--- config.mk ---
export PLATFORM = sky130hd
export DESIGN_NAME = ted_tap_event_detector
export DESIGN_NICKNAME = d
export VERILOG_FILES = /design/src/core/ted_pkg.sv /design/src/core/ted_tap_event_detector.sv
export SDC_FILE = /design/constraint.sdc
export NUM_CORES = 1
export LEC_CHECK = 0
export BUFFER_PORTS_ARGS = -buffer_cell sky130_fd_sc_hd__buf_2
export CAP_MARGIN = 20
export CORE_AREA = 2 2 153 110
export CTS_BUF_LIST = sky130_fd_sc_hd__clkbuf_8 sky130_fd_sc_hd__clkbuf_16
export CTS_CLUSTER_DIAMETER = 200
export DETAILED_ROUTE_END_ITERATION = 8
export DIE_AREA = 0 0 155 112
export PLACE_DENSITY = 0.75
export SLEW_MARGIN = 20
export SYNTH_ARGS = -nofsm -noshare
export SYNTH_HDL_FRONTEND = slang
export SYNTH_SLANG_ARGS = --single-unit
export TNS_END_PERCENT = 10
--- constraint.sdc ---
create_clock -name mclk -period 5.85 [get_ports mclk]
set_input_delay 0.2925 -clock mclk [delete_from_list [all_inputs] [get_ports mclk]]
set_output_delay 0.2925 -clock mclk [all_outputs]
set_load 0.02 [all_outputs]
--- src/core/ted_pkg.sv ---
package ted_pkg;
    // Status register bit positions
    localparam int STAT_ANY_BIT = 6;
    localparam int STAT_SINGLE_BIT = 5;
    localparam int STAT_DOUBLE_BIT = 4;
    localparam int STAT_SIGN_BIT = 3;
    localparam int STAT_X_BIT = 2;
    localparam int STAT_Y_BIT = 1;
    localparam int STAT_Z_BIT = 0;
    localparam logic [7:0] TAP_EVENT_STATUS_ADDR = 8'h46;
    localparam logic [7:0] TAP_EVENT_STATUS_RST = 8'h00;

    // Window lengths in sample periods: zero code, then per count
    localparam logic [8:0] SHOCK_ZERO_LEN = 9'h004;
    localparam logic [8:0] SHOCK_STEP_LEN = 9'h008;
    localparam logic [8:0] QUIET_ZERO_LEN = 9'h002;
    localparam logic [8:0] QUIET_STEP_LEN = 9'h004;
    localparam logic [8:0] GAP_ZERO_LEN = 9'h010;
    localparam logic [8:0] GAP_STEP_LEN = 9'h020;

    // One threshold count is full scale / 32 of a 16-bit sample
    localparam int THS_SHIFT = 10;

    localparam logic [1:0] AXIS_X = 2'h0;
    localparam logic [1:0] AXIS_Y = 2'h1;
    localparam logic [1:0] AXIS_Z = 2'h2;

    typedef enum logic [2:0] {
        ST_IDLE = 3'b000,
        ST_SHOCK1 = 3'b001,
        ST_QUIET = 3'b010,
        ST_GAP = 3'b011,
        ST_SHOCK2 = 3'b100,
        ST_SETTLE = 3'b101
    } ted_state_type;

    typedef struct packed {
        logic x_en;
        logic y_en;
        logic z_en;
        logic latch_request;
        logic global_function_irq_en;
        logic [4:0] x_hit_threshold;
        logic [2:0] priority_code;
        logic [4:0] y_hit_threshold;
        logic [4:0] z_hit_threshold;
        logic [1:0] shock_window;
        logic [1:0] hush_window;
        logic [3:0] gap_window;
        logic single_double;
        logic pin1_single_route;
        logic pin2_single_route;
        logic pin1_double_route;
        logic pin2_double_route;
    } ted_cfg_type;

    typedef struct packed {
        logic signed [15:0] x;
        logic signed [15:0] y;
        logic signed [15:0] z;
    } ted_sample_type;
endpackage : ted_pkg

--- src/core/ted_tap_event_detector.sv ---
// Behaviour
// - Slope is half of sample difference
// - Detection runs only with global enable
// - Tap needs fall below within impact window
// - Pulse lasts hush window, latch until read
// - Select bit chooses single only or both
// - Second tap starts after hush, before gap
// - Second tap uses same impact criterion
// - Over-threshold during hush cancels double tap
// - Gap window starts when hush ends
// - Each axis has own enable bit
// - Only highest priority exceeding axis evaluated
// - Three-bit priority code decode table
// - Impact window 4 or 8 per count
// - Hush window 2 or 4 per count
// - Gap window 16 or 32 per count
// - Single and double routable per pin
// - Status shows any, single, double, sign, axes
// - Latch targets single or double by select
// - Latched sign and axes held until read
// - Latch ignored when tap not routed
module ted_tap_event_detector
    import ted_pkg::*;
(
    input wire logic mclk,
    input wire logic reset,
    input wire logic sample_valid,
    input wire ted_sample_type accel_sample,
    input wire ted_cfg_type cfg,
    input wire logic status_read,
    input wire logic combined_read,
    output logic first_irq_pin,
    output logic second_irq_pin,
    output logic [7:0] tap_event_status
);

    typedef struct packed {
        ted_state_type fsm;
        ted_sample_type prev;
        logic [8:0] win_cnt;
        logic [8:0] hold_cnt;
        logic [1:0] axis;
        logic cur_sign;
        logic spoiled;
        logic after_double;
        logic single_on;
        logic double_on;
        logic single_latched;
        logic double_latched;
        logic sign_f;
        logic [2:0] axis_f;
        logic pin1;
        logic pin2;
        logic [7:0] status;
    } ted_regs_type;

    ted_regs_type regs_r;
    ted_regs_type regs_nxt;

    function automatic logic [8:0] win_len(input logic [3:0] code,
                                           input logic [8:0] zero_len,
                                           input logic [8:0] step_len);
        logic [8:0] len;
        len = (code == 4'h0) ? zero_len : 9'(code * step_len);
        return len;
    endfunction : win_len

    function automatic logic signed [15:0] slope_of(
        input logic signed [15:0] cur,
        input logic signed [15:0] prev);
        logic signed [16:0] diff;
        diff = {cur[15], cur} - {prev[15], prev};
        return diff[16:1];
    endfunction : slope_of

    function automatic logic over_ths(input logic signed [15:0] slope,
                                      input logic [4:0] ths);
        logic [15:0] mag;
        mag = slope[15] ? 16'(-slope) : 16'(slope);
        return mag > 16'({ths, {THS_SHIFT{1'b0}}});
    endfunction : over_ths

    // Highest priority axis among those exceeding
    function automatic logic [1:0] pick_axis(input logic [2:0] over,
                                             input logic [2:0] code);
        logic [5:0] order;
        logic [1:0] sel;
        case (code)
            3'b000: order = {AXIS_X, AXIS_Y, AXIS_Z};
            3'b001: order = {AXIS_Y, AXIS_X, AXIS_Z};
            3'b010: order = {AXIS_X, AXIS_Z, AXIS_Y};
            3'b011: order = {AXIS_Z, AXIS_Y, AXIS_X};
            3'b100: order = {AXIS_X, AXIS_Y, AXIS_Z};
            3'b101: order = {AXIS_Y, AXIS_Z, AXIS_X};
            3'b110: order = {AXIS_Z, AXIS_X, AXIS_Y};
            default: order = {AXIS_Z, AXIS_Y, AXIS_X};
        endcase
        if (over[order[5:4]]) begin
            sel = order[5:4];
        end else if (over[order[3:2]]) begin
            sel = order[3:2];
        end else begin
            sel = order[1:0];
        end
        return sel;
    endfunction : pick_axis

    logic signed [15:0] slope_x;
    logic signed [15:0] slope_y;
    logic signed [15:0] slope_z;
    logic [2:0] over;
    logic [2:0] signs;
    logic [8:0] shock_len;
    logic [8:0] quiet_len;
    logic [8:0] gap_len;
    logic lat_single;
    logic lat_double;

    always_comb begin
        slope_x = slope_of(accel_sample.x, regs_r.prev.x);
        slope_y = slope_of(accel_sample.y, regs_r.prev.y);
        slope_z = slope_of(accel_sample.z, regs_r.prev.z);
        over[AXIS_X] = cfg.x_en & over_ths(slope_x, cfg.x_hit_threshold);
        over[AXIS_Y] = cfg.y_en & over_ths(slope_y, cfg.y_hit_threshold);
        over[AXIS_Z] = cfg.z_en & over_ths(slope_z, cfg.z_hit_threshold);
        signs = {slope_z[15], slope_y[15], slope_x[15]};
        shock_len = win_len({2'h0, cfg.shock_window},
                            SHOCK_ZERO_LEN, SHOCK_STEP_LEN);
        quiet_len = win_len({2'h0, cfg.hush_window},
                            QUIET_ZERO_LEN, QUIET_STEP_LEN);
        gap_len = win_len(cfg.gap_window, GAP_ZERO_LEN, GAP_STEP_LEN);
        lat_single = cfg.latch_request & ~cfg.single_double
                     & (cfg.pin1_single_route | cfg.pin2_single_route);
        lat_double = cfg.latch_request & cfg.single_double
                     & (cfg.pin1_double_route | cfg.pin2_double_route);
    end

    logic ev_single;
    logic ev_double;
    logic clear_read;

    always_comb begin
        regs_nxt = regs_r;
        ev_single = 1'b0;
        ev_double = 1'b0;
        clear_read = status_read | combined_read;

        if (sample_valid) begin
            regs_nxt.prev = accel_sample;
            regs_nxt.win_cnt = regs_r.win_cnt + 9'h001;
            if (regs_r.hold_cnt != 9'h000) begin
                regs_nxt.hold_cnt = regs_r.hold_cnt - 9'h001;
            end
        end

        if (!cfg.global_function_irq_en) begin
            regs_nxt.fsm = ST_IDLE;
            regs_nxt.win_cnt = 9'h000;
        end else if (sample_valid) begin
            case (regs_r.fsm)
                ST_IDLE: begin
                    if (over != 3'b000) begin
                        regs_nxt.axis = pick_axis(over, cfg.priority_code);
                        regs_nxt.cur_sign = signs[regs_nxt.axis];
                        regs_nxt.win_cnt = 9'h001;
                        regs_nxt.fsm = ST_SHOCK1;
                    end
                end
                ST_SHOCK1, ST_SHOCK2: begin
                    if (!over[regs_r.axis]) begin
                        regs_nxt.win_cnt = 9'h000;
                        regs_nxt.spoiled = 1'b0;
                        regs_nxt.fsm = ST_QUIET;
                        if (regs_r.fsm == ST_SHOCK1) begin
                            ev_single = 1'b1;
                            regs_nxt.after_double = 1'b0;
                        end else begin
                            ev_double = 1'b1;
                            regs_nxt.after_double = 1'b1;
                        end
                    end else if (regs_r.win_cnt >= shock_len) begin
                        regs_nxt.fsm = ST_SETTLE;
                    end
                end
                ST_QUIET: begin
                    if (over[regs_r.axis]) begin
                        regs_nxt.spoiled = 1'b1;
                    end
                    if (regs_nxt.win_cnt >= quiet_len) begin
                        regs_nxt.win_cnt = 9'h000;
                        if (cfg.single_double && !regs_r.after_double
                            && !regs_nxt.spoiled) begin
                            regs_nxt.fsm = ST_GAP;
                        end else begin
                            regs_nxt.fsm = over[regs_r.axis] ? ST_SETTLE
                                                             : ST_IDLE;
                        end
                    end
                end
                ST_GAP: begin
                    if (over[regs_r.axis]) begin
                        regs_nxt.cur_sign = signs[regs_r.axis];
                        regs_nxt.win_cnt = 9'h001;
                        regs_nxt.fsm = ST_SHOCK2;
                    end else if (regs_nxt.win_cnt >= gap_len) begin
                        regs_nxt.fsm = ST_IDLE;
                    end
                end
                ST_SETTLE: begin
                    if (over == 3'b000) begin
                        regs_nxt.fsm = ST_IDLE;
                    end
                end
                default: begin
                    regs_nxt.fsm = ST_IDLE;
                end
            endcase
        end

        // Pulsed flags fall when the hush count runs out
        if (regs_r.hold_cnt != 9'h000 && regs_nxt.hold_cnt == 9'h000) begin
            if (!regs_r.single_latched) begin
                regs_nxt.single_on = 1'b0;
            end
            if (!regs_r.double_latched) begin
                regs_nxt.double_on = 1'b0;
            end
        end
        if (clear_read) begin
            // A running hush count may belong to a newer tap, so the
            // read drops the latched flag outright
            if (regs_r.single_latched) begin
                regs_nxt.single_latched = 1'b0;
                regs_nxt.single_on = 1'b0;
            end
            if (regs_r.double_latched) begin
                regs_nxt.double_latched = 1'b0;
                regs_nxt.double_on = 1'b0;
            end
        end

        // A new event wins over a clear in the same cycle
        if (ev_single || ev_double) begin
            regs_nxt.hold_cnt = quiet_len;
            if (!(regs_r.single_latched || regs_r.double_latched)
                || clear_read) begin
                regs_nxt.sign_f = regs_r.cur_sign;
                regs_nxt.axis_f = 3'b001 << regs_r.axis;
            end
        end
        if (ev_single) begin
            regs_nxt.single_on = 1'b1;
            regs_nxt.single_latched = lat_single;
        end
        if (ev_double) begin
            regs_nxt.double_on = 1'b1;
            regs_nxt.double_latched = lat_double;
        end

        regs_nxt.pin1 = (regs_nxt.single_on & cfg.pin1_single_route)
                      | (regs_nxt.double_on & cfg.pin1_double_route);
        regs_nxt.pin2 = (regs_nxt.single_on & cfg.pin2_single_route)
                      | (regs_nxt.double_on & cfg.pin2_double_route);

        regs_nxt.status = TAP_EVENT_STATUS_RST;
        regs_nxt.status[STAT_ANY_BIT] = regs_nxt.single_on
                                      | regs_nxt.double_on;
        regs_nxt.status[STAT_SINGLE_BIT] = regs_nxt.single_on;
        regs_nxt.status[STAT_DOUBLE_BIT] = regs_nxt.double_on;
        regs_nxt.status[STAT_SIGN_BIT] = regs_nxt.sign_f;
        regs_nxt.status[STAT_X_BIT] = regs_nxt.axis_f[AXIS_X];
        regs_nxt.status[STAT_Y_BIT] = regs_nxt.axis_f[AXIS_Y];
        regs_nxt.status[STAT_Z_BIT] = regs_nxt.axis_f[AXIS_Z];
    end

    always_ff @(posedge mclk) begin
        if (reset) begin
            regs_r <= '0;
            regs_r.fsm <= ST_IDLE;
            regs_r.status <= TAP_EVENT_STATUS_RST;
        end else begin
            regs_r <= regs_nxt;
        end
    end

    assign first_irq_pin = regs_r.pin1;
    assign second_irq_pin = regs_r.pin2;
    assign tap_event_status = regs_r.status;

endmodule : ted_tap_event_detector
; Word-level counts from Yosys, hierarchy flattened
; Cells that the tools add are included.
; Widths: inputs -> output; s select.
[word_totals]
reg_bits = 92
out_inout_bits = 10
[op_classes]
add_sub_neg = 8
n_lt_le_gt_ge = 10
n_eq_ne = 17
n_shift = 1
mux = 77
bitwise_logic = 20
reduce_logical = 30
[op_table]
columns = cell, count
row1 = $mux 9, 8
row2 = $sub 16x16->17, 3
row3 = $gt 16x15->1, 3
row4 = $mux 16, 3
row5 = $neg 16->16, 3
row6 = $pmux 9 s4, 1
row7 = $mux 3, 10
row8 = $pmux 6 s5, 1
row9 = $mux 1, 28
row10 = $mux 6, 4
row11 = $mux 18, 1
row12 = $mux 2, 8
row13 = $mux 4, 4
row14 = $eq 3x3->1 const B, 5
row15 = $pmux 3 s5, 1
row16 = $lt 2x3->1 const B, 4
row17 = $reduce_and 4->1, 3
row18 = $and 1x1->1, 11
row19 = $bmux 1 s2, 5
row20 = $ne 2x2->1 const B, 5
row21 = $add 9x1->9 const B, 1
row22 = $eq 3x2->1 const B, 3
row23 = $ge 9x4->1, 1
row24 = $ge 9x5->1, 1
row25 = other kinds (22), 46

; Logic depth before layout (Yosys ltp)
; Gate-level depths: netlist of run 1.
[logic_depth]
ltp_word = 22
ltp_mapped = 28
depth_no_buf = 25

; Least setup slack after synthesis of run 1
; No wires, ideal clock.
[synth_path]
kind = reg-to-reg
start = reg regs_r[66] (netlist name)
end = reg regs_r[14] (netlist name)
setup_time_ns = 0.071
t_arrival_ns = 5.162
required_ns = 5.779
slack_ns = 0.617
stages_incl_launch_ff = 23
synth_period_minus_slack_ns = 5.233
path_cell_list = dfxtp_1 inv_1 ha_1 buf_6 a21oi_1 nor2b_1 o21bai_2 or4_4 a2111oi_4 nor2b_1 a31oi_1 xor2_1 ha_1 nand2_1 nor2_1 or4b_2 a211oi_2 o21ai_2 a21oi_2 o211ai_1 or3_1 or3_1 a21oi_1
[synth_between]
elab_chain_len = 12
elab_cells_between_ends = 13
cone_classes = 2 x add/sub / 1 x order compare / 8 x mux / 1 x bitwise / 1 x reduce/logical
[synth_lines]
columns = item, line
row1 = from (decl), ted_tap_event_detector.sv:57  ; ted_regs_type regs_r;
row2 = from (signal assigned), ted_tap_event_detector.sv:282  ; regs_r <= regs_nxt;
row3 = $sub 16x16->17 (*), ted_tap_event_detector.sv:72  ; diff = {cur[15], cur} - {prev[15], prev};
row4 = $neg 16->16, ted_tap_event_detector.sv:79  ; mag = slope[15] ? 16'(-slope) : 16'(slope);
row5 = $mux 16 (*), ted_tap_event_detector.sv:79
row6 = $gt 16x15->1 (*), ted_tap_event_detector.sv:80  ; return mag > 16'({ths, {THS_SHIFT{1'b0}}});
row7 = $and 1x1->1 (*), ted_tap_event_detector.sv:124  ; over[AXIS_Y] = cfg.y_en & over_ths(slope_y, cfg.y_hit_threshold);
row8 = $bmux 1 s2 (*), ted_tap_event_detector.sv:170  ; if (!over[regs_r.axis]) begin
row9 = $mux 1 (not written as such) (*), ted_tap_event_detector.sv:170
row10 = $mux 1 (*), ted_tap_event_detector.sv:170
row11 = $mux 1 (*), ted_tap_event_detector.sv:160  ; case (regs_r.fsm)
row12 = $mux 1 (*), ted_tap_event_detector.sv:159  ; end else if (sample_valid) begin
row13 = $mux 1 (*), ted_tap_event_detector.sv:156  ; if (!cfg.global_function_irq_en) begin
row14 = $mux 1 or $reduce_bool 2->1 (tied branches), -
; Mark *: on every way between the ends. The rest lies on a longest branch, timed or not. The select of a mux whose other input is x is not followed.
; A chain may end at the register's enable or synchronous reset.

; Worst setup path after layout of run 1
[layout_path]
start = reg regs_r[73] (netlist name)
end = reg regs_r[38] (netlist name)
[layout_between]
elab_chain_len = 10
elab_cells_between_ends = 13
cone_classes = 2 x add/sub / 1 x order compare / 8 x mux / 1 x bitwise / 1 x reduce/logical
[layout_lines]
columns = item, line
row1 = $sub 16x16->17 (*), ted_tap_event_detector.sv:72
row2 = $neg 16->16, ted_tap_event_detector.sv:79
row3 = $mux 16 (*), ted_tap_event_detector.sv:79
row4 = $gt 16x15->1 (*), ted_tap_event_detector.sv:80
row5 = $and 1x1->1 (*), ted_tap_event_detector.sv:123  ; over[AXIS_X] = cfg.x_en & over_ths(slope_x, cfg.x_hit_threshold);
row6 = $bmux 1 s2, "ted_tap_event_detector.sv:170, ted_tap_event_detector.sv:201"
row7 = $mux 1 (not written as such), "ted_tap_event_detector.sv:170, ted_tap_event_detector.sv:201"
row8 = "$mux 9, on equally long branches", "ted_tap_event_detector.sv:201, ted_tap_event_detector.sv:170"
row9 = $pmux 9 s4 (*), ted_tap_event_detector.sv:160
row10 = $mux 9 (*), ted_tap_event_detector.sv:159
; Marks and branches as above.

==> flow_results.org, run 1 <==
** Timing
- Tcrit/Tclk final :: 96.12%
- Minimum hold slack :: between 0.15 and 0.2 ns
- Count of final hold-check violations :: 0
- Measured against its own limit, the worst slew margin works out to 20.71%.
- Setup violations remaining at the end of the flow were counted as 0.
- For the pin with the worst max-slew slack, the measured transition is 1.159 ns.
- The final max-slew violation count was 0.
- Final Worst Setup Slack :: about 0.23 ns
- F_max :: 0.1778 GHz
- Layout Skew :: roughly 0.010 ns
- Minimum clock period :: 5.623 ns

** Place
- Final weighted congestion in routability-driven placement :: 0.9397
- Placed insts :: ~1400
- Buffers on Ports :: 97
- Before CTS, the worst setup slack after placement is -0.01299 ns.
- The HPWL after detailed placement is 15.98 mm.

** Floorplanning
- Initial Utilization :: 53.81%
- Number of rows in the core area :: 39
- Overall die width :: ~160 um
- Die area :: between 15000 and 20000 um^2
- For this design the top-level I/O count stands at 99.
- Area of the core region :: 15960 um^2
- From bottom edge to top edge, the die measures around 110 um.

** Yosys
- For this run, the number of Yosys warnings is 0.
- The most common cell in the synthesized netlist is sky130_fd_sc_hd__nor2_1.
- Prevailing post-synth register cell :: sky130_fd_sc_hd__dfxtp_1
- After synthesis, the cell types taking the most area are sky130_fd_sc_hd__dfxtp_1 20%, sky130_fd_sc_hd__ha_1 11%, sky130_fd_sc_hd__mux2i_1 7.0%.
- The number of nets in the synthesized netlist is 1296.
- Cell Area, Synth :: 8586 um^2
- sky130_fd_sc_hd__dfxtp_1 takes more of the synthesized area than any other cell.
- Mean Syn Cell Area :: 7.618 um^2
- The netlist uses 88 different library cells.
- Number of enable-type register cells in the synthesized netlist :: 0
- After synthesis, the largest area contributor takes up 19.82% of total cell area.
- Counting every instance in the synthesized netlist gives ~1100.
- Commonest cells post-synth :: 118 x sky130_fd_sc_hd__nor2_1, 99 x sky130_fd_sc_hd__inv_1, 85 x sky130_fd_sc_hd__dfxtp_1, 77 x sky130_fd_sc_hd__ha_1, 74 x sky130_fd_sc_hd__nand2_1
- Share of synthesized flip-flops with an asynchronous set or reset :: 0%
- Synthesis-stage register bit count :: 85
- The share of the Yosys chip area taken by registers is roughly a fifth.

** Finish
- Compared with the post-synthesis result, the final layout area differs by 12.47%.
- Once layout is complete, the utilization of the core stands at 60.52%.
- The net count of the finished layout is about 1400.
- Fraction of final layout cells with drive strength greater than 1 :: 15.40%
- Number of cells in the finished layout apart from fillers :: 1419
- Antenna Diode Count :: 0
- Fill cells in the final layout number 1472.

** Power
- Summed over all nets, the switching power comes to 0.9419 mW.
- Cell Int Power :: 1.494 mW
- Share of power burned in combinational logic :: 47.0%
- Register share of total power :: 27.0%
- Of the total power, the share spent switching nets is around two fifths.
- In this run the power density over the cells is approximately 250 nW/um^2.
- The clock network accounts for 26.0% of the total power.
- Worst ir drop on vdd :: around 0.16 mV
- Summed over all cells, the static leakage comes to 4.204 nW.

** Run
- Max-cap violations in this run came to 0.

** Outcome
- The flow ran to the end, and the final reports show no timing, DRC or antenna violations.

** Global route
- Number of global-route vias before repair :: 7211
- Global routing finished with a remaining overflow of 0.
- The number of antenna violations at the first check in global routing is 0.
- Total global routing track utilization :: 23.81%
- Global-route wire length before repair :: ~35 mm
- Largest net degree at the start of global routing :: just over 70

** Routing
- DRC :: 0
- Post-detailed-routing wire length :: between 20 and 25 mm
- Dividing the detail-routed via count by the number of cells gives 5.809.
- Wire length per cell :: 14.68 um
- Vias :: 8243
- The first TritonRoute pass finished after 8 iterations.
- The count of nets left with antenna violations once routing finished came out at 0.
- Number of design-rule violations left by the first detailed-router iteration :: between 500 and 600

** Critical path
- Data required time at the worst endpoint :: between 6 and 7 ns
- In this run the worst path has a maximum fanout of 6.
- The worst register-to-register path has a depth of 25.
- Reg-to-Reg Start :: regs_r[73]
- In this run the worst setup path begins at regs_r[73].
- Type of element capturing the critical path :: flip-flop
- Kind of critical path :: flip-flop to flip-flop
- Data arrival time at the worst-slack endpoint :: between 5 and 6 ns
- STA classifies the critical path startpoint as a flip-flop.

** CTS
- Number of levels in the clock H-tree :: 3
- Worst-path clk slew :: 0.06 ns
- Root buffer cell :: sky130_fd_sc_hd__clkbuf_16
- The number of setup buffers added after CTS is 0.
- Clock buffer count from CTS :: 9
- Clk Latency, worst-skew pair :: 0.35 ns
- Buffers inserted to repair hold after CTS numbered 0.
- Counting every sink on the clock net gives 85.
- Clock tree buffer depth :: 2
- TritonCTS built the clock tree.

** Worst hold path
- In this run the most critical hold path is launched from cfg[1].
- The min-delay analysis places its worst path in the category input pin to flip-flop.
- Cell depth of the worst min-delay path :: 2
[power by group through the flow]
stage / Combinational, mW / Clock, mW / Sequential, mW
after global placement: 1.09 / 0 / 0.668
after CTS: 1.12 / 0.650 / 0.657
after detailed placement: 1.11 / 0 / 0.669
final: 1.15 / 0.633 / 0.658
after floorplan: 0.878 / 0 / 0.653
after global routing: 1.28 / 0.673 / 0.664
[worst max-delay path, cell delays in order (launching register included)]
cell                       delay (ns)
sky130_fd_sc_hd__dfxtp_1         0.31
sky130_fd_sc_hd__nor2b_1         0.16
sky130_fd_sc_hd__fa_1            0.41
sky130_fd_sc_hd__nand2b_2        0.24
sky130_fd_sc_hd__a21oi_2         0.19
sky130_fd_sc_hd__nor4bb_2        0.33
sky130_fd_sc_hd__a31oi_1         0.16
sky130_fd_sc_hd__a21oi_2         0.22
sky130_fd_sc_hd__or4b_2          0.63
sky130_fd_sc_hd__nor3_2          0.21
sky130_fd_sc_hd__nor2_1          0.07
sky130_fd_sc_hd__xnor2_1         0.14
sky130_fd_sc_hd__ha_1            0.30
sky130_fd_sc_hd__o21a_1          0.12
sky130_fd_sc_hd__o21a_1          0.11
sky130_fd_sc_hd__o21ai_0         0.07
sky130_fd_sc_hd__inv_1           0.05
sky130_fd_sc_hd__o21ai_0         0.08
sky130_fd_sc_hd__or3_1           0.37
sky130_fd_sc_hd__o21ai_2         0.16
sky130_fd_sc_hd__o21ai_2         0.10
sky130_fd_sc_hd__o211a_1         0.22
sky130_fd_sc_hd__buf_4           0.19
sky130_fd_sc_hd__or3_4           0.33
sky130_fd_sc_hd__a31oi_4         0.24
sky130_fd_sc_hd__nor3b_1         0.08
[path summary, 6_finish.rpt]
kind / end / slack (ns)
hold reg to reg: tap_event_status[0] / 0.47
hold / removal: first_irq_pin / 0.18
setup / recovery: regs_r[38] / 0.23
setup reg to reg: regs_r[38] / 0.23
[flip-flops by register name, indices dropped and copies added, names as in the netlist, named ones only]
name and cells:
tap_event_status 5, first_irq_pin 1, regs_r 77, second_irq_pin 1
[cell type report]
class | count | area [um^2] | area share, %
clock buffer | 9 | 225.2 | 2.332
clock inverter | 7 | 95.09 | 0.9847
inverter | 99 | 371.6 | 3.848
multi-input combinational | 891 | 6324 | 65.48
sequential | 85 | 1702 | 17.62
tap | 205 | 256.5 | 2.656
timing repair buffer | 123 | 683.2 | 7.074
[cells in the final DEF (no fill, tap or decap), drive strengths merged, types with 11 or more instances in the layout]
cell type	synthesis	routed
a21o	20	20
dfxtp	85	85
mux2i	61	61
o211ai	14	14
o21ai	49	49
xnor2	42	42
buf	21	123
nor2b	18	18
nor3	35	35
nand2	74	74
nor4	11	11
a211oi	16	16
xor2	23	23
nor2	118	118
a31oi	19	19
o21a	17	17
a21oi	74	74
nand4	17	17
ha	77	77
nand3	35	35
inv	99	103
nand2b	18	18
[routing by layer]
layer  wire [um]  vias up  GRT usage (%)
met5           0        -              0
met4         175        0          4.506
met3        1064       15          4.321
met2        8818      231          35.88
met1       10780     3770          35.59
li1            -     4227              -
[through the flow]
stage | setup TNS (ns) | cell area, um^2 | power (mW)
2_1_floorplan | 0 | 8586 | 1.531
3_3_place_gp | 0 | 9263 | 1.760
3_5_place_dp | -0.01299 | 9263 | 1.784
4_1_cts | 0 | 9583 | 2.429
5_1_grt | -0.7997 | 9657 | 2.615
6_report | 0 | 9657 | 2.436
[cells by family after synthesis]
group	count (synthesis)	synth area share (%)
muxes	65	7.680
and+or+nand+nor	393	23.03
adders and majority gates	80	11.92
buffers and inverters	151	7.389
AOI/OAI and AO/OA	285	22.95
DFF	85	19.82
other	1	0.04368
xor gates and xnor gates	67	7.170
[timing repair]
action | 4_1_cts | 5_1_grt
resized for setup | 1 | 19
endpoints found under the setup margin | 1 | 37
pin swaps | 0 | 4
Power figures use the tool's default switching activity.
==> inputs of run 2 (changes only) <==
- CELL_PAD_IN_SITES_DETAIL_PLACEMENT: unset -> 0
- CELL_PAD_IN_SITES_GLOBAL_PLACEMENT: unset -> 2
- CORE_AREA: 2 2 153 110 -> 2 2 191 137
- DIE_AREA: 0 0 155 112 -> 0 0 193 139
- PLACE_DENSITY: 0.75 -> unset
- PLACE_DENSITY_LB_ADDON: unset -> 0.1
- REMOVE_ABC_BUFFERS: unset -> 1
==> run 2 against run 1 <==
Flip-flop and latch count stayed put. Setup slack improved by 0.069 ns. Clock skew is 0.0021 ns higher. Power fell by 0.25%. Routed wire length up 16%. Non-clock buffer count is 27 higher. Critical endpoint is now regs_r[34]. Critical path depth stayed put. Sequential share of layout area decreased by 0.60 points. Sequential power hardly changed. Via count is 1.8% lower. Cell count up 11%.
==> flow_results.org, run 2 (synthesis gave the netlist of run 1 again) <==
** Power
- Worst ir drop on vdd :: 0.1430 mV (-10%)
- The reported leakage power is 4.310 nW (+2.5%).
- Net Switching :: 0.9873 mW (+4.8%)
- Share of power burned in combinational logic :: 49.5% (+2.5 points)
- The power share of the sequential group was 27.1% (about the same).
- Switch share :: 40.62% (+2.0 points)
- Cell Int Power :: 1.443 mW (-3.4%)
- Total power consumption of the routed design :: 2.430 mW (-0.25%)
- The clock share of power is 23.4% (-2.6 points).
- Power density of the placed cells :: 243.2 nW/um^2 (-3.6%)

** Place
- Buffers on Ports :: 97 (unchanged)
- The half-perimeter wire length after detailed placement came to 19.08 mm (+19%).
- Final weighted congestion in routability-driven placement :: 0.8260 (-12%)
- Placed insts :: 1555 (+11%)

** Timing
- Max-slew headroom :: 27.71% (+7.0 points)
- The worst-margin pin slew came to 1.057 ns (-0.1022 ns).
- The clock period minus final worst setup slack came to 5.555 ns (-0.06854 ns).
- F_max :: 0.1800 GHz (+1.2%)
- The largest clock skew in the final design was 0.01235 ns (+0.002077 ns).
- Final Slew Violations :: 0 (unchanged)
- The final count of negative-setup-slack endpoints is 0 (unchanged).
- Tcrit/Tclk final :: 94.95% (-1.2 points)
- Count of final hold-check violations :: 0 (unchanged)

** Critical path
- Biggest fanout along the worst timing path :: 9 (+3)
- Minimum setup slack among reg-to-reg paths :: 0.30 ns (+0.07 ns)
- The critical path data arrival time came to 5.78 ns (-0.06 ns).
- Data required time at the worst endpoint :: 6.07 ns (about the same)
- By startpoint and endpoint, the worst setup path is classified as flip-flop to flip-flop.
- Kind of launch point of the worst setup path :: flip-flop
- STA classifies the critical path endpoint as a flip-flop.

** Routing
- Remaining antenna violation count :: 0 (unchanged)
- Post-detailed-routing wire length :: 24.16 mm (+16%)
- Via-per-instance ratio :: 5.148 (-11%)
- The first-pass iteration count of the detailed router is 4 (-4).
- The total via count after detailed routing was 8092 (-1.8%).
- DRC :: 0 (unchanged)
- The initial detailed-routing violation count was 386 (-35%).
- Wire length per cell :: 15.37 um (+4.7%)

** CTS
- The CTS buffer count came to 9 (unchanged).
- TritonCTS built the clock tree.
- Cts hold-fix bufs :: 0 (unchanged)
- Clk Latency, worst-skew pair :: 0.37 ns (+0.02 ns)
- Number of levels in the clock H-tree :: 3 (unchanged)
- Root buffer cell :: sky130_fd_sc_hd__clkbuf_16
- Clock tree buffer depth :: 2 (unchanged)
- CTS Sinks :: 85 (unchanged)
- The clock-pin transition on the worst setup and hold timing paths is 0.08 ns (+0.02 ns).

** Global route
- Global-route wire length before repair :: 39.05 mm (+13%)
- The number of global-route vias before repair came to 7499 (+4.0%).
- Total congestion overflow :: 0 (unchanged)
- Total global routing track utilization :: 18.09% (-5.7 points)
- Initial antenna violation count :: 0 (unchanged)
- The largest net degree at the start of global routing is 70 (-1.4%).

** Finish
- Fraction of final layout cells with drive strength greater than 1 :: 17.49% (+2.1 points)
- Number of nets in the layout :: 1405 (+2.0%)
- The count of fill cells added during filler insertion came to 2694 (+83%).
- Max FFs per register :: 77 (unchanged)
- Most frequent standard cell in the layout excluding fill and tap cells :: sky130_fd_sc_hd__nor2_1
- Syn-to-layout area delta :: 16.41%
- Register with the highest flop count :: regs_r
- Combined flip-flop and latch cell area :: 1702 um^2 (unchanged)
- Antenna Diode Count :: 0 (unchanged)
- Most used cells in the layout excluding fill and tap cells :: 118 x sky130_fd_sc_hd__nor2_1, 99 x sky130_fd_sc_hd__inv_1, 96 x sky130_fd_sc_hd__buf_2, 85 x sky130_fd_sc_hd__dfxtp_1, 77 x sky130_fd_sc_hd__ha_1
- Area of the multi-input gates :: 6334 um^2 (+0.16%)
- Number of cells in the finished layout apart from fillers :: 1572 (+11%)

** Outcome
- The flow ran to the end, and the final reports show no timing, DRC or antenna violations.

** Floorplanning
- Die height :: 139 um (+24%)
- Die area :: 26830 um^2 (+55%)
- The I/O pin total is 99 (unchanged).
- The area of the placeable core came to 25140 um^2 (+58%).
- The number of rows in the core area is 49 (+26%).
- The effective utilization at floorplan came to 34.16% (-20 points).
- The width of the die came to 193 um (+25%).

** Worst hold path
- The min-delay analysis places its worst path in the category input pin to flip-flop.

** Run
- Number of maximum-capacitance violations :: 0 (unchanged)
-- run 2: per-stage QoR --
step / worst slack [ns] / hold slack [ns] / area [um^2] / utilization, % / setup TNS, ns
floorplan: 0.1494 / 0.3616 / 8323 / - / 0
detailed placement: 0.08893 / 0.4511 / 9628 / 38.30 / 0
global placement: 0.1241 / 0.4443 / 9628 / 38.30 / 0
global route: -0.04499 / 0.1458 / 9995 / 39.76 / -0.3345
CTS: 0.1185 / 0.1359 / 9903 / 39.40 / 0
finish: 0.2954 / 0.1579 / 9995 / 39.76 / 0
-- run 2: path summary, 6_finish.rpt --
| check | to | from | cells past startpoint |
|---|---|---|---|
| max | regs_r[34] | regs_r[73] | 25 |
| min | second_irq_pin | cfg[0] | 2 |
| max reg2reg | regs_r[34] | regs_r[73] | 25 |
| min reg2reg | tap_event_status[0] | tap_event_status[0] | 2 |
-- run 2: final cells by class --
cell class              instances  share of cell area [%]
inverters                      99                   3.718
clock inverters                 7                  0.5008
flip-flops and latches         85                   17.03
multi-input cells             891                   63.37
repair buffers                150                   8.988
clock buffers                   9                   2.253
well taps                     331                   4.144
-- run 2: worst max-delay path, stage by stage (launching register included) --
cell,delay (ns)
sky130_fd_sc_hd__dfxtp_1,0.31
sky130_fd_sc_hd__nor2b_2,0.17
sky130_fd_sc_hd__fa_1,0.40
sky130_fd_sc_hd__nand2b_2,0.25
sky130_fd_sc_hd__a21oi_1,0.20
sky130_fd_sc_hd__o21a_1,0.21
sky130_fd_sc_hd__xnor2_1,0.19
sky130_fd_sc_hd__nand2b_1,0.14
sky130_fd_sc_hd__or4b_2,0.68
sky130_fd_sc_hd__nor3_2,0.21
sky130_fd_sc_hd__nor2_1,0.08
sky130_fd_sc_hd__xnor2_1,0.14
sky130_fd_sc_hd__ha_1,0.30
sky130_fd_sc_hd__o21a_1,0.12
sky130_fd_sc_hd__o21a_1,0.10
sky130_fd_sc_hd__o21ai_0,0.07
sky130_fd_sc_hd__inv_1,0.06
sky130_fd_sc_hd__o21ai_1,0.06
sky130_fd_sc_hd__or3_1,0.33
sky130_fd_sc_hd__o21ai_0,0.22
sky130_fd_sc_hd__o21ai_1,0.14
sky130_fd_sc_hd__o211a_1,0.18
sky130_fd_sc_hd__buf_12,0.15
sky130_fd_sc_hd__or3_4,0.33
sky130_fd_sc_hd__a31oi_4,0.28
sky130_fd_sc_hd__nor3b_1,0.09
-- run 2: power groups by stage --
stage               Sequential (mW)  Combinational (mW)  Clock (mW)
floorplan                     0.664               0.829           0
global placement              0.670                1.19           0
detailed placement            0.672                1.18           0
CTS                           0.658                1.19       0.594
global route                  0.665                1.35       0.613
finish                        0.658                1.20       0.569
-- run 2: repair_timing --
action / CTS / global route
resized for setup: 0 / 25
setup buffers: 0 / 1
endpoints found under the setup margin: 0 / 36
-- run 2: routing by layer --
layer,track usage (%),wire [um],vias to the layer above
met5,0,0,-
met4,4.067,276,0
met3,3.087,882,19
met2,25.56,9620,127
met1,28.09,13380,3672
li1,-,-,4274
